## config.mk

```make
export PLATFORM = sky130hd
export DESIGN_NAME = cao_core
export DESIGN_NICKNAME = d
export VERILOG_FILES = /design/src/cao_pkg.sv /design/src/cao_core.sv /design/src/cao_adder.sv /design/src/cao_ram.sv
export SDC_FILE = /design/constraint.sdc
export NUM_CORES = 2
export LEC_CHECK = 0
export BUFFER_PORTS_ARGS = -buffer_cell sky130_fd_sc_hd__clkbuf_2
export CAP_MARGIN = 25
export CORE_ASPECT_RATIO = 2
export CORE_MARGIN = 8
export CORE_UTILIZATION = 65
export CTS_BUF_LIST = sky130_fd_sc_hd__clkbuf_4 sky130_fd_sc_hd__clkbuf_8
export DETAILED_ROUTE_END_ITERATION = 10
export PLACE_DENSITY_LB_ADDON = 0.3
export SLEW_MARGIN = 10
export SYNTH_ARGS = -nofsm -noshare
export SYNTH_HDL_FRONTEND = slang
export SYNTH_HIERARCHICAL = 1
export SYNTH_SLANG_ARGS = --single-unit
export TNS_END_PERCENT = 1
```

## constraint.sdc

```tcl
create_clock -name i_clock -period 6.2 [get_ports i_clock]
set_input_delay 0.93 -clock i_clock [delete_from_list [all_inputs] [get_ports i_clock]]
set_output_delay 0.93 -clock i_clock [all_outputs]
set_load 0.02 [all_outputs]
```

## src/cao_pkg.sv

```systemverilog
package cao_pkg;
   // single opcodes
   localparam logic [7:0] OP_ADD_IMM = 8'h24;
   localparam logic [7:0] OP_ADD_DIR = 8'h25;
   localparam logic [7:0] OP_ADD_WITH_CARRY_OP_IMM = 8'h34;
   localparam logic [7:0] OP_ADD_WITH_CARRY_OP_DIR = 8'h35;
   localparam logic [7:0] OP_ANL_DIR_ACC = 8'h52;
   localparam logic [7:0] OP_ANL_DIR_IMM = 8'h53;
   localparam logic [7:0] OP_ANL_IMM = 8'h54;
   localparam logic [7:0] OP_ANL_DIR = 8'h55;
   localparam logic [7:0] OP_ANL_C_BIT = 8'h82;
   localparam logic [7:0] OP_ANL_C_NBIT = 8'hB0;
   localparam logic [7:0] OP_COMPARE_BRANCH_UNEQUAL_OP_IMM = 8'hB4;
   localparam logic [7:0] OP_COMPARE_BRANCH_UNEQUAL_OP_DIR = 8'hB5;
   localparam logic [7:0] OP_CLR_BIT = 8'hC2;
   localparam logic [7:0] OP_CLR_ACC = 8'hE4;
   // working register groups, opcode bits 7..3
   localparam logic [4:0] GRP_ADD_REG = 5'h05;
   localparam logic [4:0] GRP_ADD_WITH_CARRY_OP_REG = 5'h07;
   localparam logic [4:0] GRP_ANL_REG = 5'h0B;
   localparam logic [4:0] GRP_COMPARE_BRANCH_UNEQUAL_OP_REG = 5'h17;
   // pointer register pairs, opcode bits 7..1
   localparam logic [6:0] IND_ADD = 7'h13;
   localparam logic [6:0] IND_ADD_WITH_CARRY_OP = 7'h1B;
   localparam logic [6:0] IND_ANL = 7'h2B;
   localparam logic [6:0] IND_COMPARE_BRANCH_UNEQUAL_OP = 7'h5B;
   // page jump: opcode bits 4..0
   localparam logic [4:0] PJ_LOW = 5'h01;
   // cycle counts
   localparam logic [2:0] CYC_NONE = 3'h0;
   localparam logic [2:0] CYC_ONE = 3'h1;
   localparam logic [2:0] CYC_TWO = 3'h2;
   localparam logic [2:0] CYC_THREE = 3'h3;
   localparam logic [2:0] CYC_FOUR = 3'h4;
   localparam logic [2:0] CYC_FIVE = 3'h5;
   // program counter steps (instruction lengths)
   localparam logic [15:0] PC_STEP_1 = 16'h0001;
   localparam logic [15:0] PC_STEP_2 = 16'h0002;
   localparam logic [15:0] PC_STEP_3 = 16'h0003;
   // bit-addressable RAM base (upper nibble of byte address)
   localparam logic [3:0] BIT_RAM_HI = 4'h2;
   // reset values
   localparam logic [15:0] PC_RESET = 16'h0000;
   localparam logic [7:0] ACC_RESET = 8'h00;
   localparam logic [63:0] REGS_RESET = 64'h0;
   localparam logic FLAG_RESET = 1'b0;
   typedef enum logic [1:0] {CAO_IDLE, CAO_EXEC, CAO_WAIT} cao_state_t;
endpackage

```

## src/cao_core.sv

```systemverilog
`timescale 1ns/1ps
module cao_core import cao_pkg::*; (
   input wire logic i_clock,
   input wire logic i_rst_n,
   input wire logic i_instr_valid,
   input wire logic [7:0] i_opcode,
   input wire logic [7:0] i_byte2,
   input wire logic [7:0] i_byte3,
   output logic o_instr_ready,
   input wire logic i_load_mem_en,
   input wire logic i_load_reg_en,
   input wire logic i_load_acc_en,
   input wire logic i_load_carry_en,
   input wire logic [7:0] i_load_addr,
   input wire logic [2:0] i_load_reg_sel,
   input wire logic [7:0] i_load_data,
   input wire logic i_load_carry,
   input wire logic [7:0] i_peek_addr,
   output logic [7:0] o_peek_data,
   output logic [15:0] o_pc,
   output logic [7:0] o_accumulator,
   output logic o_carry_flag,
   output logic o_aux_carry_flag,
   output logic o_overflow_flag,
   output logic [63:0] o_working_regs,
   output logic o_unsupported
);
   cao_state_t state;
   logic [2:0] cnt;
   logic [7:0] lat_op;
   logic [7:0] lat_b2;
   logic [7:0] lat_b3;
   logic [7:0][7:0] wregs;
   logic [2:0] in_cycles;
   logic in_take, in_one, in_add_reg, in_anl_reg, in_clr_acc, load_ok, exec;
   logic x_add, x_anl, x_compare_branch_unequal_op, x_pjump, x_bit_and, x_wr, x_ind, x_short;
   logic [7:0] sel_reg, rd_addr, rd_data, opnd, add_b, sum, cj_lhs, cj_rhs;
   logic [7:0] mem_wr_data, mem_wr_addr, wr_result;
   logic add_cin, add_c, add_ac, add_ov, mem_wr_en, bit_val;
   logic [15:0] pc_plus, x_pc_next;

   function automatic logic [2:0] cycles_of(input logic [7:0] op);
      logic [2:0] c;
      c = CYC_NONE;
      if (op[7:3] == GRP_ADD_REG || op[7:3] == GRP_ADD_WITH_CARRY_OP_REG || op[7:3] == GRP_ANL_REG) begin
         c = CYC_ONE;
      end else if (op == OP_CLR_ACC) begin
         c = CYC_ONE;
      end else if (op[7:1] == IND_ADD || op[7:1] == IND_ADD_WITH_CARRY_OP || op[7:1] == IND_ANL) begin
         c = CYC_TWO;
      end else if (op == OP_ADD_DIR || op == OP_ADD_IMM || op == OP_ADD_WITH_CARRY_OP_DIR
                   || op == OP_ADD_WITH_CARRY_OP_IMM || op == OP_ANL_DIR || op == OP_ANL_IMM) begin
         c = CYC_TWO;
      end else if (op == OP_ANL_C_BIT || op == OP_ANL_C_NBIT) begin
         c = CYC_TWO;
      end else if (op == OP_ANL_DIR_ACC || op == OP_ANL_DIR_IMM || op == OP_CLR_BIT) begin
         c = CYC_THREE;
      end else if (op[4:0] == PJ_LOW) begin
         c = CYC_THREE;
      end else if (op == OP_COMPARE_BRANCH_UNEQUAL_OP_IMM || op[7:3] == GRP_COMPARE_BRANCH_UNEQUAL_OP_REG) begin
         c = CYC_FOUR;
      end else if (op == OP_COMPARE_BRANCH_UNEQUAL_OP_DIR || op[7:1] == IND_COMPARE_BRANCH_UNEQUAL_OP) begin
         c = CYC_FIVE;
      end
      return c;
   endfunction

   // byte holding a bit address: RAM bits in 0x20..0x2F, else the 8-aligned byte given by bits 7..3
   function automatic logic [7:0] bit_byte(input logic [7:0] b);
      return b[7] ? {b[7:3], 3'h0} : {BIT_RAM_HI, b[6:3]};
   endfunction

   assign in_cycles = cycles_of(i_opcode);
   assign in_take = o_instr_ready && i_instr_valid;
   assign in_one = (in_cycles <= CYC_ONE);
   assign in_add_reg = (i_opcode[7:3] == GRP_ADD_REG) || (i_opcode[7:3] == GRP_ADD_WITH_CARRY_OP_REG);
   assign in_anl_reg = (i_opcode[7:3] == GRP_ANL_REG);
   assign in_clr_acc = (i_opcode == OP_CLR_ACC);
   assign load_ok = o_instr_ready && !i_instr_valid;
   assign sel_reg = wregs[i_opcode[2:0]];
   assign exec = (state == CAO_EXEC);

   // classes of the latched instruction, valid in its second cycle
   assign x_ind = (lat_op[7:1] == IND_ADD) || (lat_op[7:1] == IND_ADD_WITH_CARRY_OP)
                  || (lat_op[7:1] == IND_ANL);
   assign x_add = exec && ((lat_op[7:1] == IND_ADD) || (lat_op[7:1] == IND_ADD_WITH_CARRY_OP)
                  || lat_op == OP_ADD_DIR || lat_op == OP_ADD_IMM
                  || lat_op == OP_ADD_WITH_CARRY_OP_DIR || lat_op == OP_ADD_WITH_CARRY_OP_IMM);
   assign x_anl = exec && ((lat_op[7:1] == IND_ANL) || lat_op == OP_ANL_DIR
                  || lat_op == OP_ANL_IMM);
   assign x_compare_branch_unequal_op = exec && (lat_op == OP_COMPARE_BRANCH_UNEQUAL_OP_IMM || lat_op == OP_COMPARE_BRANCH_UNEQUAL_OP_DIR
                  || lat_op[7:3] == GRP_COMPARE_BRANCH_UNEQUAL_OP_REG || lat_op[7:1] == IND_COMPARE_BRANCH_UNEQUAL_OP);
   assign x_pjump = exec && (lat_op[4:0] == PJ_LOW);
   assign x_bit_and = exec && (lat_op == OP_ANL_C_BIT || lat_op == OP_ANL_C_NBIT);
   assign x_wr = exec && (lat_op == OP_ANL_DIR_ACC || lat_op == OP_ANL_DIR_IMM
                  || lat_op == OP_CLR_BIT);
   assign x_short = (lat_op == OP_ANL_DIR_IMM) || (lat_op == OP_COMPARE_BRANCH_UNEQUAL_OP_IMM)
                  || (lat_op == OP_COMPARE_BRANCH_UNEQUAL_OP_DIR) || (lat_op[7:3] == GRP_COMPARE_BRANCH_UNEQUAL_OP_REG)
                  || (lat_op[7:1] == IND_COMPARE_BRANCH_UNEQUAL_OP);

   // operand fetch address issued in the accept cycle
   always_comb begin
      if (i_opcode[7:1] == IND_ADD || i_opcode[7:1] == IND_ADD_WITH_CARRY_OP
          || i_opcode[7:1] == IND_ANL || i_opcode[7:1] == IND_COMPARE_BRANCH_UNEQUAL_OP) begin
         rd_addr = wregs[{2'h0, i_opcode[0]}];
      end else if (i_opcode == OP_ANL_C_BIT || i_opcode == OP_ANL_C_NBIT
                   || i_opcode == OP_CLR_BIT) begin
         rd_addr = bit_byte(i_byte2);
      end else begin
         rd_addr = i_byte2;
      end
   end

   cao_ram #(.AW(8), .DW(8)) u_ram (
      .i_clock(i_clock),
      .i_wr_en(mem_wr_en),
      .i_wr_addr(mem_wr_addr),
      .i_wr_data(mem_wr_data),
      .i_rd_addr(rd_addr),
      .o_rd_data(rd_data),
      .i_peek_addr(i_peek_addr),
      .o_peek_data(o_peek_data)
   );

   // immediate forms have opcode low nibble 4
   assign opnd = (lat_op[3:0] == 4'h4) ? lat_b2 : rd_data;
   assign add_b = exec ? opnd : sel_reg;
   assign add_cin = (exec ? lat_op[4] : i_opcode[4]) && o_carry_flag;

   cao_adder u_adder (
      .i_a(o_accumulator),
      .i_b(add_b),
      .i_cin(add_cin),
      .o_sum(sum),
      .o_carry(add_c),
      .o_aux_carry(add_ac),
      .o_overflow(add_ov)
   );

   assign bit_val = rd_data[lat_b2[2:0]];
   assign cj_lhs = (lat_op == OP_COMPARE_BRANCH_UNEQUAL_OP_IMM || lat_op == OP_COMPARE_BRANCH_UNEQUAL_OP_DIR) ? o_accumulator :
                   (lat_op[7:3] == GRP_COMPARE_BRANCH_UNEQUAL_OP_REG) ? wregs[lat_op[2:0]] : rd_data;
   assign cj_rhs = (lat_op == OP_COMPARE_BRANCH_UNEQUAL_OP_DIR) ? rd_data : lat_b2;

   // read-modify-write results
   always_comb begin
      wr_result = rd_data & o_accumulator;
      if (lat_op == OP_ANL_DIR_IMM) begin
         wr_result = rd_data & lat_b3;
      end else if (lat_op == OP_CLR_BIT) begin
         wr_result = rd_data & ~(8'h01 << lat_b2[2:0]);
      end
   end

   assign mem_wr_en = x_wr || (load_ok && i_load_mem_en);
   assign mem_wr_addr = !x_wr ? i_load_addr :
                        (lat_op == OP_CLR_BIT) ? bit_byte(lat_b2) : lat_b2;
   assign mem_wr_data = x_wr ? wr_result : i_load_data;

   // next program counter for multi-cycle instructions
   always_comb begin
      if (x_short) begin
         pc_plus = o_pc + PC_STEP_3;
      end else if (x_ind) begin
         pc_plus = o_pc + PC_STEP_1;
      end else begin
         pc_plus = o_pc + PC_STEP_2;
      end
      x_pc_next = pc_plus;
      if (x_pjump) begin
         x_pc_next = {pc_plus[15:11], lat_op[7:5], lat_b2};
      end else if (x_compare_branch_unequal_op && cj_lhs != cj_rhs) begin
         x_pc_next = pc_plus + {{8{lat_b3[7]}}, lat_b3};
      end
   end

   // sequencing: hold the fetch for the instruction's cycle count
   always_ff @(posedge i_clock) begin
      if (!i_rst_n) begin
         state <= CAO_IDLE;
         cnt <= CYC_NONE;
         o_instr_ready <= 1'b1;
      end else begin
         case (state)
            CAO_IDLE: begin
               if (in_take && !in_one) begin
                  state <= CAO_EXEC;
                  cnt <= in_cycles - CYC_ONE;
                  o_instr_ready <= 1'b0;
               end
            end
            default: begin
               if (cnt == CYC_ONE) begin
                  state <= CAO_IDLE;
                  o_instr_ready <= 1'b1;
               end else begin
                  state <= CAO_WAIT;
               end
               cnt <= cnt - CYC_ONE;
            end
         endcase
      end
   end

   always_ff @(posedge i_clock) begin
      if (!i_rst_n) begin
         lat_op <= 8'h00;
         lat_b2 <= 8'h00;
         lat_b3 <= 8'h00;
         o_unsupported <= 1'b0;
      end else begin
         if (in_take) begin
            lat_op <= i_opcode;
            lat_b2 <= i_byte2;
            lat_b3 <= i_byte3;
         end
         o_unsupported <= in_take && (in_cycles == CYC_NONE);
      end
   end

   always_ff @(posedge i_clock) begin
      if (!i_rst_n) begin
         o_pc <= PC_RESET;
      end else if (in_take && in_one) begin
         o_pc <= o_pc + PC_STEP_1;
      end else if (exec) begin
         o_pc <= x_pc_next;
      end
   end

   always_ff @(posedge i_clock) begin
      if (!i_rst_n) begin
         o_accumulator <= ACC_RESET;
      end else if (in_take && in_one) begin
         if (in_add_reg) begin
            o_accumulator <= sum;
         end else if (in_anl_reg) begin
            o_accumulator <= o_accumulator & sel_reg;
         end else if (in_clr_acc) begin
            o_accumulator <= ACC_RESET;
         end
      end else if (x_add) begin
         o_accumulator <= sum;
      end else if (x_anl) begin
         o_accumulator <= o_accumulator & opnd;
      end else if (load_ok && i_load_acc_en) begin
         o_accumulator <= i_load_data;
      end
   end

   always_ff @(posedge i_clock) begin
      if (!i_rst_n) begin
         o_carry_flag <= FLAG_RESET;
         o_aux_carry_flag <= FLAG_RESET;
         o_overflow_flag <= FLAG_RESET;
      end else if ((in_take && in_one && in_add_reg) || x_add) begin
         o_carry_flag <= add_c;
         o_aux_carry_flag <= add_ac;
         o_overflow_flag <= add_ov;
      end else if (x_bit_and) begin
         o_carry_flag <= o_carry_flag && (bit_val ^ (lat_op == OP_ANL_C_NBIT));
      end else if (x_compare_branch_unequal_op) begin
         o_carry_flag <= (cj_lhs < cj_rhs);
      end else if (load_ok && i_load_carry_en) begin
         o_carry_flag <= i_load_carry;
      end
   end

   always_ff @(posedge i_clock) begin
      if (!i_rst_n) begin
         wregs <= REGS_RESET;
      end else if (load_ok && i_load_reg_en) begin
         wregs[i_load_reg_sel] <= i_load_data;
      end
   end
   assign o_working_regs = wregs;

   // checks
   logic [8:0] chk_sum9;
   logic [7:0] chk_lo7;
   logic [4:0] chk_lo4;
   assign chk_sum9 = {1'b0, o_accumulator} + {1'b0, add_b} + {8'h00, add_cin};
   assign chk_lo7 = {1'b0, o_accumulator[6:0]} + {1'b0, add_b[6:0]} + {7'h00, add_cin};
   assign chk_lo4 = {1'b0, o_accumulator[3:0]} + {1'b0, add_b[3:0]} + {4'h0, add_cin};
endmodule // cao_core

```

## src/cao_adder.sv

```systemverilog
`timescale 1ns/1ps
module cao_adder (
   input wire logic [7:0] i_a,
   input wire logic [7:0] i_b,
   input wire logic i_cin,
   output logic [7:0] o_sum,
   output logic o_carry,
   output logic o_aux_carry,
   output logic o_overflow
);
   logic [4:0] lo;
   logic [3:0] mid;
   logic [1:0] hi;
   // nibble, bits 6..4 and bit 7 split to expose carries out of bits 3, 6, 7
   assign lo = {1'b0, i_a[3:0]} + {1'b0, i_b[3:0]} + {4'h0, i_cin};
   assign mid = {1'b0, i_a[6:4]} + {1'b0, i_b[6:4]} + {3'h0, lo[4]};
   assign hi = {1'b0, i_a[7]} + {1'b0, i_b[7]} + {1'b0, mid[3]};
   assign o_sum = {hi[0], mid[2:0], lo[3:0]};
   assign o_carry = hi[1];
   assign o_aux_carry = lo[4];
   assign o_overflow = hi[1] ^ mid[3];
endmodule // cao_adder

```

## src/cao_ram.sv

```systemverilog
`timescale 1ns/1ps
module cao_ram #(
   parameter int AW = 8,
   parameter int DW = 8
) (
   input wire logic i_clock,
   input wire logic i_wr_en,
   input wire logic [AW-1:0] i_wr_addr,
   input wire logic [DW-1:0] i_wr_data,
   input wire logic [AW-1:0] i_rd_addr,
   output logic [DW-1:0] o_rd_data,
   input wire logic [AW-1:0] i_peek_addr,
   output logic [DW-1:0] o_peek_data
);
   logic [DW-1:0] mem [2**AW];

   always_ff @(posedge i_clock) begin
      if (i_wr_en) begin
         mem[i_wr_addr] <= i_wr_data;
      end
   end

   // read data registered; a same-cycle write is not seen
   always_ff @(posedge i_clock) begin
      o_rd_data <= mem[i_rd_addr];
      o_peek_data <= mem[i_peek_addr];
   end
endmodule // cao_ram

```

Word level (Yosys, flattened, before mapping)

Memories as Yosys holds them, arrays and structs flattened. A register that Yosys moved wholly into a read port is not among the register bits.
Index checks and enable logic that the tools add are counted.

Bits in registers: 122
Bits in writable memories: 2048
Bits of input ports: 59
Memories: 1

Memories:

| memory    | words | width | read ports | clocked after memory_dff | write ports | RTL line      | RTL |
|---|---|---|---|---|---|---|---|
| u_ram.mem | 256   | 8     | 2          | 2                        | 1           | cao_ram.sv:15 | `logic [DW-1:0] mem [2**AW];` |

Add/sub/neg operators: 12
$lt $le $gt $ge: 8
Equality and inequality tests: 48
Shift operators: 1
Multiplexer cells: 62
Bitwise operators: 8
Reduce and logical (&&, ||, !) cells: 66

Operators with widths:

| operator              | number |
|---|---|
| $mux 8                | 26 |
| $mux 16               | 6 |
| $eq 8x8->1 const B    | 11 |
| $bwmux 64             | 1 |
| $eq 8x6->1 const B    | 8 |
| $eq 8x7->1 const B    | 8 |
| $bmux 8 s3            | 2 |
| $and 8x8->8           | 5 |
| $logic_or 1x1->1      | 36 |
| $mux 3                | 11 |
| $add 16x2->16 const B | 2 |
| $eq 7x5->1 const B    | 4 |
| $demux 8 s3           | 1 |
| $logic_and 1x1->1     | 20 |
| $add 16x1->16 const B | 1 |
| $add 16x16->16        | 1 |
| $lt 3x4->1 const B    | 4 |
| $eq 7x6->1 const B    | 2 |
| $eq 7x7->1 const B    | 2 |
| $mux 1                | 11 |
| $eq 5x1->1 const B    | 2 |
| $eq 5x3->1 const B    | 2 |
| $eq 5x5->1 const B    | 2 |
| $lt 8x8->1            | 1 |
| 28 further kinds      | 36 |

Logic depth before layout (Yosys ltp)

Depth in word-level cells: 16
Depth in mapped cells: 23

By module

The synthesis kept the hierarchy.

By module, submodules not included:

| module    | times used | cells each | area each (um^2) | seq. area each (um^2) |
|---|---|---|---|---|
| cao_ram   | 1          | 4847       | 96973.0          | 61819.3 |
| cao_core  | 1          | 1128       | 9200.1           | 2442.3 |
| cao_adder | 1          | 35         | 299.0            | 0.0 |

Worst setup path after synthesis

No wires, ideal clock.

Path kind: register -> register
Start: reg lat_op[4]
End: mem u_ram.mem[0][1] (data pin)
Arrival time: 4.763 ns
Data required time: 5.406 ns
Slack: 0.643 ns
Cell stages (with the launch flop): 9
Path buffers: 2
Clock period less this slack: 5.557 ns
Cells stage by stage: dfxtp_1 > buf_4 > nor4bb_1 > nand4b_1 > inv_1 > o21ai_1 > clkbuf_1 > nor3b_1 > a21o_1

Word-level cells in the longest chain between the ends: 5

RTL lines:

| item                                 | RTL line                        | RTL |
|---|---|---|
| start: declaration                   | cao_core.sv:30                  | `logic [7:0] lat_op;` |
| start signal: assignment             | cao_core.sv:213                 | `lat_op <= i_opcode;` |
| $eq 8x7->1, on equally long branches | cao_core.sv:95, cao_core.sv:148 |  |
| $logic_or 1x1->1                     | cao_core.sv:95                  | `assign x_wr = exec && (lat_op == OP_ANL_DIR_ACC \|\| lat_op == OP_ANL_DIR_IMM` |
| $logic_or 1x1->1                     | cao_core.sv:96                  | `\|\| lat_op == OP_CLR_BIT);` |
| $logic_and 1x1->1                    | cao_core.sv:95                  |  |
| $mux 8 *                             | cao_core.sv:158                 | `assign mem_wr_data = x_wr ? wr_result : i_load_data;` |
| net mem_wr_data[1]                   | cao_core.sv:38                  | `logic [7:0] mem_wr_data, mem_wr_addr, wr_result;` |
| end: declaration                     | cao_ram.sv:15                   |  |

The timed path passes the listed nets; every way through them passes the cells marked *.

Worst setup path in the final report

Start: in i_opcode[1]
End: reg u_ram.o_rd_data[7], read port of u_ram.mem

Word-level cells in the longest chain between the ends: 5

RTL lines:

| item                                       | RTL line                         | RTL |
|---|---|---|
| start: declaration                         | cao_core.sv:6                    | `input wire logic [7:0] i_opcode,` |
| $eq 8x8->1 or $eq 7x5->1 (tied branches)   | cao_core.sv:106, cao_core.sv:103 |  |
| $logic_or 1x1->1, on equally long branches | cao_core.sv:106, cao_core.sv:103 |  |
| $logic_or 1x1->1, on equally long branches | cao_core.sv:107, cao_core.sv:104 |  |
| $mux 8 or $logic_or 1x1->1 (tied branches) | cao_core.sv:106, cao_core.sv:104 |  |
| $mux 8 *                                   | cao_core.sv:103                  | `if (i_opcode[7:1] == IND_ADD \|\| i_opcode[7:1] == IND_ADD_WITH_CARRY_OP` |
| net rd_addr[0]                             | cao_core.sv:37                   | `logic [7:0] sel_reg, rd_addr, rd_data, opnd, add_b, sum, cj_lhs, cj_rhs;` |
| end: declaration                           | cao_ram.sv:11                    | `output logic [DW-1:0] o_rd_data,` |

Marked as above.
A chain may end at the register's enable or synchronous reset.

==> results.md <==
- Status: finished clean
- Asr flop ratio synth: 0
- Hold buffer count at CTS: 0
- TritonCTS clock tree: yes
- Seq. cell area: 0.06426 mm^2
- Total CTS buffers: 307
- R2r startpoint: o_working_regs[8]$_SDFFE_PN0P_
- Synth area leader: edfxtp_1
- Most frequent cell after synthesis: edfxtp_1
- WP depth: 15
- FF-to-FF End: u_ram/o_rd_data[7]$_DFF_P_
- CP most frequent cell: buf_4
- Post-CTS Setup Repair Bufs: 0
- Post-CTS Resized: 0
- Worst-Margin Slew: 1423 ps
- Synth Net Count: 6,112
- Slew headroom: 0.05118
- Routed len/inst: 41.87 um
- Via density: 7.786
- Combinational cell fraction of total power: 0.120
- Yosys top cell area share: 0.5776
- Sequence of cells on the critical path: clkbuf_2, nor3b_1, o21ai_4, nor3b_1, a211oi_1, a21oi_4, buf_4, buf_4, buf_4, mux4_2, a22o_1, a221oi_1, o22ai_1, nor3_1, nor4_1
- Initial antenna violation count: 31
- Site Rows: 210
- Type of the worst setup path: in -> reg
- #FFs+latches synth: 2,186
- CP max-delay cell: nor3_1
- Clock root cell: clkbuf_8
- Synthesized instance count: 6,010
- Main flop type after synthesis: edfxtp_1
- Max Clock Freq: 0.1745 GHz
- Post-DRT Antenna Nets: 0
- Post-synthesis cell type count: 96
- Worst Path Max Fanout: 12
- Total track usage: 0.4249
- Total power: 31.76 mW
- Vias post-DR: 69.95k
- Worst VDD drop: 0.2932 mV
- Startpoint types: input pin
- Worst path top cell family by delay: compound AO/OA/AOI/OAI gates
- Bufs on Longest Clock Path: 4
- Layout cell share with drive strength beyond 1: 0.3543
- Slew Viols, Final: 0
- Initial Utilization: 0.6525
- Placed Area: 0.1123 mm^2
- Internal: 23.66 mW
- Clk_lat worst skew: 1010 ps
- Mapped Area: 0.1065 mm^2
- P_sw: 8.108 mW
- Final std cells w/o fill: 8,983
- Worst path max stage delay: 940 ps
- Period minus WS final: 5732 ps
- Drt first-iter violations: 10.29k
- Tightest Hold Check Type: in -> reg
- Maxcap violations: 0
- RSZ-0062 raised after global routing: no
- Synth top area cells: edfxtp_1 58%, mux4_2 23%, mux2i_1 3.3%, dfxtp_1 2.6%, nor2_1 1.5%
- Vias in the first global route: 70.98k
- Core box area: 0.1632 mm^2
- Power share of the clock group: 0.368
- Full die area: 0.1778 mm^2
- IO Port Bufs: 159
- Setup skew after layout: 109.9 ps
- Synthesis-to-finish area growth: 11.43%
- DRT Wirelength: 376.1 mm
- Filler Cells Inserted: 9,647
- Reg-to-reg slack, setup: 840 ps
- CTS Sinks: 2,186
- Area of the multi-input gates: 0.03928 mm^2
- Sw Share: 0.2553
- Die Y: 588.4 um
- Final worst setup slack: 468.1 ps
- CP Capture Type: flip-flop
- TritonRoute pass-1 iters: 10
- Leak: 39.31 nW
- Critical Path Sink: u_ram/o_rd_data[7]$_DFF_P_
- DIE WIDTH: 302.2 um
- Ys Warns: 6
- Dpl cells: 8,399
- Final worst-path cycle share: 0.9245
- CTS H-tree lvls: 5
- Largest net degree at the start of global routing: 145
- Gr ovfl total: 0
- Worst EP required: 7020 ps
- Crit path from: i_opcode[1]
- DRC viols: 0
- Setup tns final: 0 ps
- # IOs: 160
- Final setup fails: 0
- Detail Placement HPWL: 264.1 mm
- First-pass GRT wire length: 525.8 mm
- Dpl ws: -225.6 ps
- RePlAce Congestion: 1.107
- CP Data Arrival Time: 6550 ps
- Final Instance Area: 0.1186 mm^2
- Final nets: 6,703
- Top post-synthesis cells by count: 2,048 x edfxtp_1, 1,077 x mux4_2, 432 x nor2_1
- Worst r2r path cells: 12
- Sequential fraction of the synthesis area: 0.6036
- Avg Inst Size Synth: 17.72 um^2
- Bufs and invs on worst path: 4
- Sequential share of power: 0.513
- Clk pin slew, worst setup/hold paths: 70 ps
- Final count of hold timing violations: 0
- Power per cell area: 267.7 mW/mm^2
- Post-synth EDFFs: 2,048
-- metal layers --
| layer | share of wire | vias to the layer above | GRT usage |
|---|---|---|---|
| met4 | 0.13 | 12 | 0.4287 |
| met2 | 0.48 | 6383 | 0.6812 |
| met3 | 0.12 | 1987 | 0.1237 |
| met1 | 0.27 | 35050 | 0.4307 |
| li1 | - | 26510 | - |
| met5 | 0.00021 | - | 0 |
-- how the worst min path moves through the flow --
stage                                        startpoint                       endpoint  cells after the start
final                                        i_byte3[7]         lat_b3[7]$_SDFFE_PN0P_                      3
after global routing                         i_byte3[0]         lat_b3[0]$_SDFFE_PN0P_                      3
after CTS                                    i_byte3[7]         lat_b3[7]$_SDFFE_PN0P_                      3
after detailed placement  o_aux_carry_flag$_SDFFE_PN0P_  o_aux_carry_flag$_SDFFE_PN0P_                      2
after global placement    o_aux_carry_flag$_SDFFE_PN0P_  o_aux_carry_flag$_SDFFE_PN0P_                      2
after floorplan                  lat_b3[0]$_SDFFE_PN0P_         lat_b3[0]$_SDFFE_PN0P_                      2
-- sequential cells by signal, indices dropped and copies added (netlist names), 2 cells and up --
signal             cells
u_ram/o_peek_data      8
state                  2
lat_b2                 8
o_pc                  16
o_working_regs        64
u_ram/o_rd_data        8
lat_op                 8
cnt                    3
o_accumulator          8
lat_b3                 8
u_ram/mem           2048
-- power by group through the flow --
| stage | Clock [mW] | Combinational, mW | Sequential [mW] |
|---|---|---|---|
| floorplan | 0 | 2.20 | 16.6 |
| global placement | 0 | 3.58 | 16.6 |
| detailed placement | 0 | 3.63 | 16.6 |
| CTS | 11.7 | 3.64 | 16.3 |
| global route | 12.3 | 3.85 | 16.3 |
| finish | 11.7 | 3.80 | 16.3 |
-- cell usage in the layout, fill, tap and decap left out, types with 24 or more instances in the layout --
cell	synthesis	layout
a211oi_1	44	40
a21oi_1	172	167
a221oi_1	40	40
a22oi_1	77	77
buf_12	8	57
buf_4	43	531
clkbuf_2	0	154
clkbuf_4	0	72
clkbuf_8	0	316
clkinv_1	4	69
clkinv_2	0	47
dfxtp_1	138	138
diode_2	0	29
edfxtp_1	2048	2048
ha_1	37	37
inv_1	40	39
mux2_2	49	49
mux2i_1	353	352
mux4_2	1077	1077
nand2_1	246	246
nand3_1	78	78
nor2_1	432	430
nor2b_1	34	31
nor3_1	48	48
nor3b_1	24	24
o21ai_0	80	78
o221ai_1	68	68
o22ai_1	52	52
-- cell type report --
type,instances,area share
well taps,2120,0.02236
diodes,29,0.0006117
flip-flops and latches,2186,0.5417
clock buffers,386,0.04104
repair buffers,753,0.05081
clock inverters,156,0.01097
inverters,44,0.001434
multi-input cells,3309,0.3311
-- tightest hold or removal path: stages --
cell and delay, ps:
clkbuf_2 80, nand2_1 50, a21oi_1 50
-- logic make-up (layout without fill, tap and decap cells) --
family / Yosys count / count (layout) / synth area share
AOI/OAI and AO/OA: 753 / 753 / 0.04997
xor gates and xnor gates: 31 / 31 / 0.002550
adders and majority gates: 43 / 43 / 0.005476
buffers and inverters: 515 / 1339 / 0.02911
DFF: 2186 / 2186 / 0.6036
muxes: 1480 / 1480 / 0.2663
other: 0 / 29 / 0
and+or+nand+nor: 1002 / 1002 / 0.04302
-- stage by stage --
stage	util	hold slack [ps]
6_report	0.7271	136.7
5_1_grt	0.7267	150.9
4_1_cts	0.7260	110.7
3_5_place_dp	0.6882	492.2
3_3_place_gp	0.6872	476.1
2_1_floorplan	-	454.0
(Power assumes the default switching activity.)
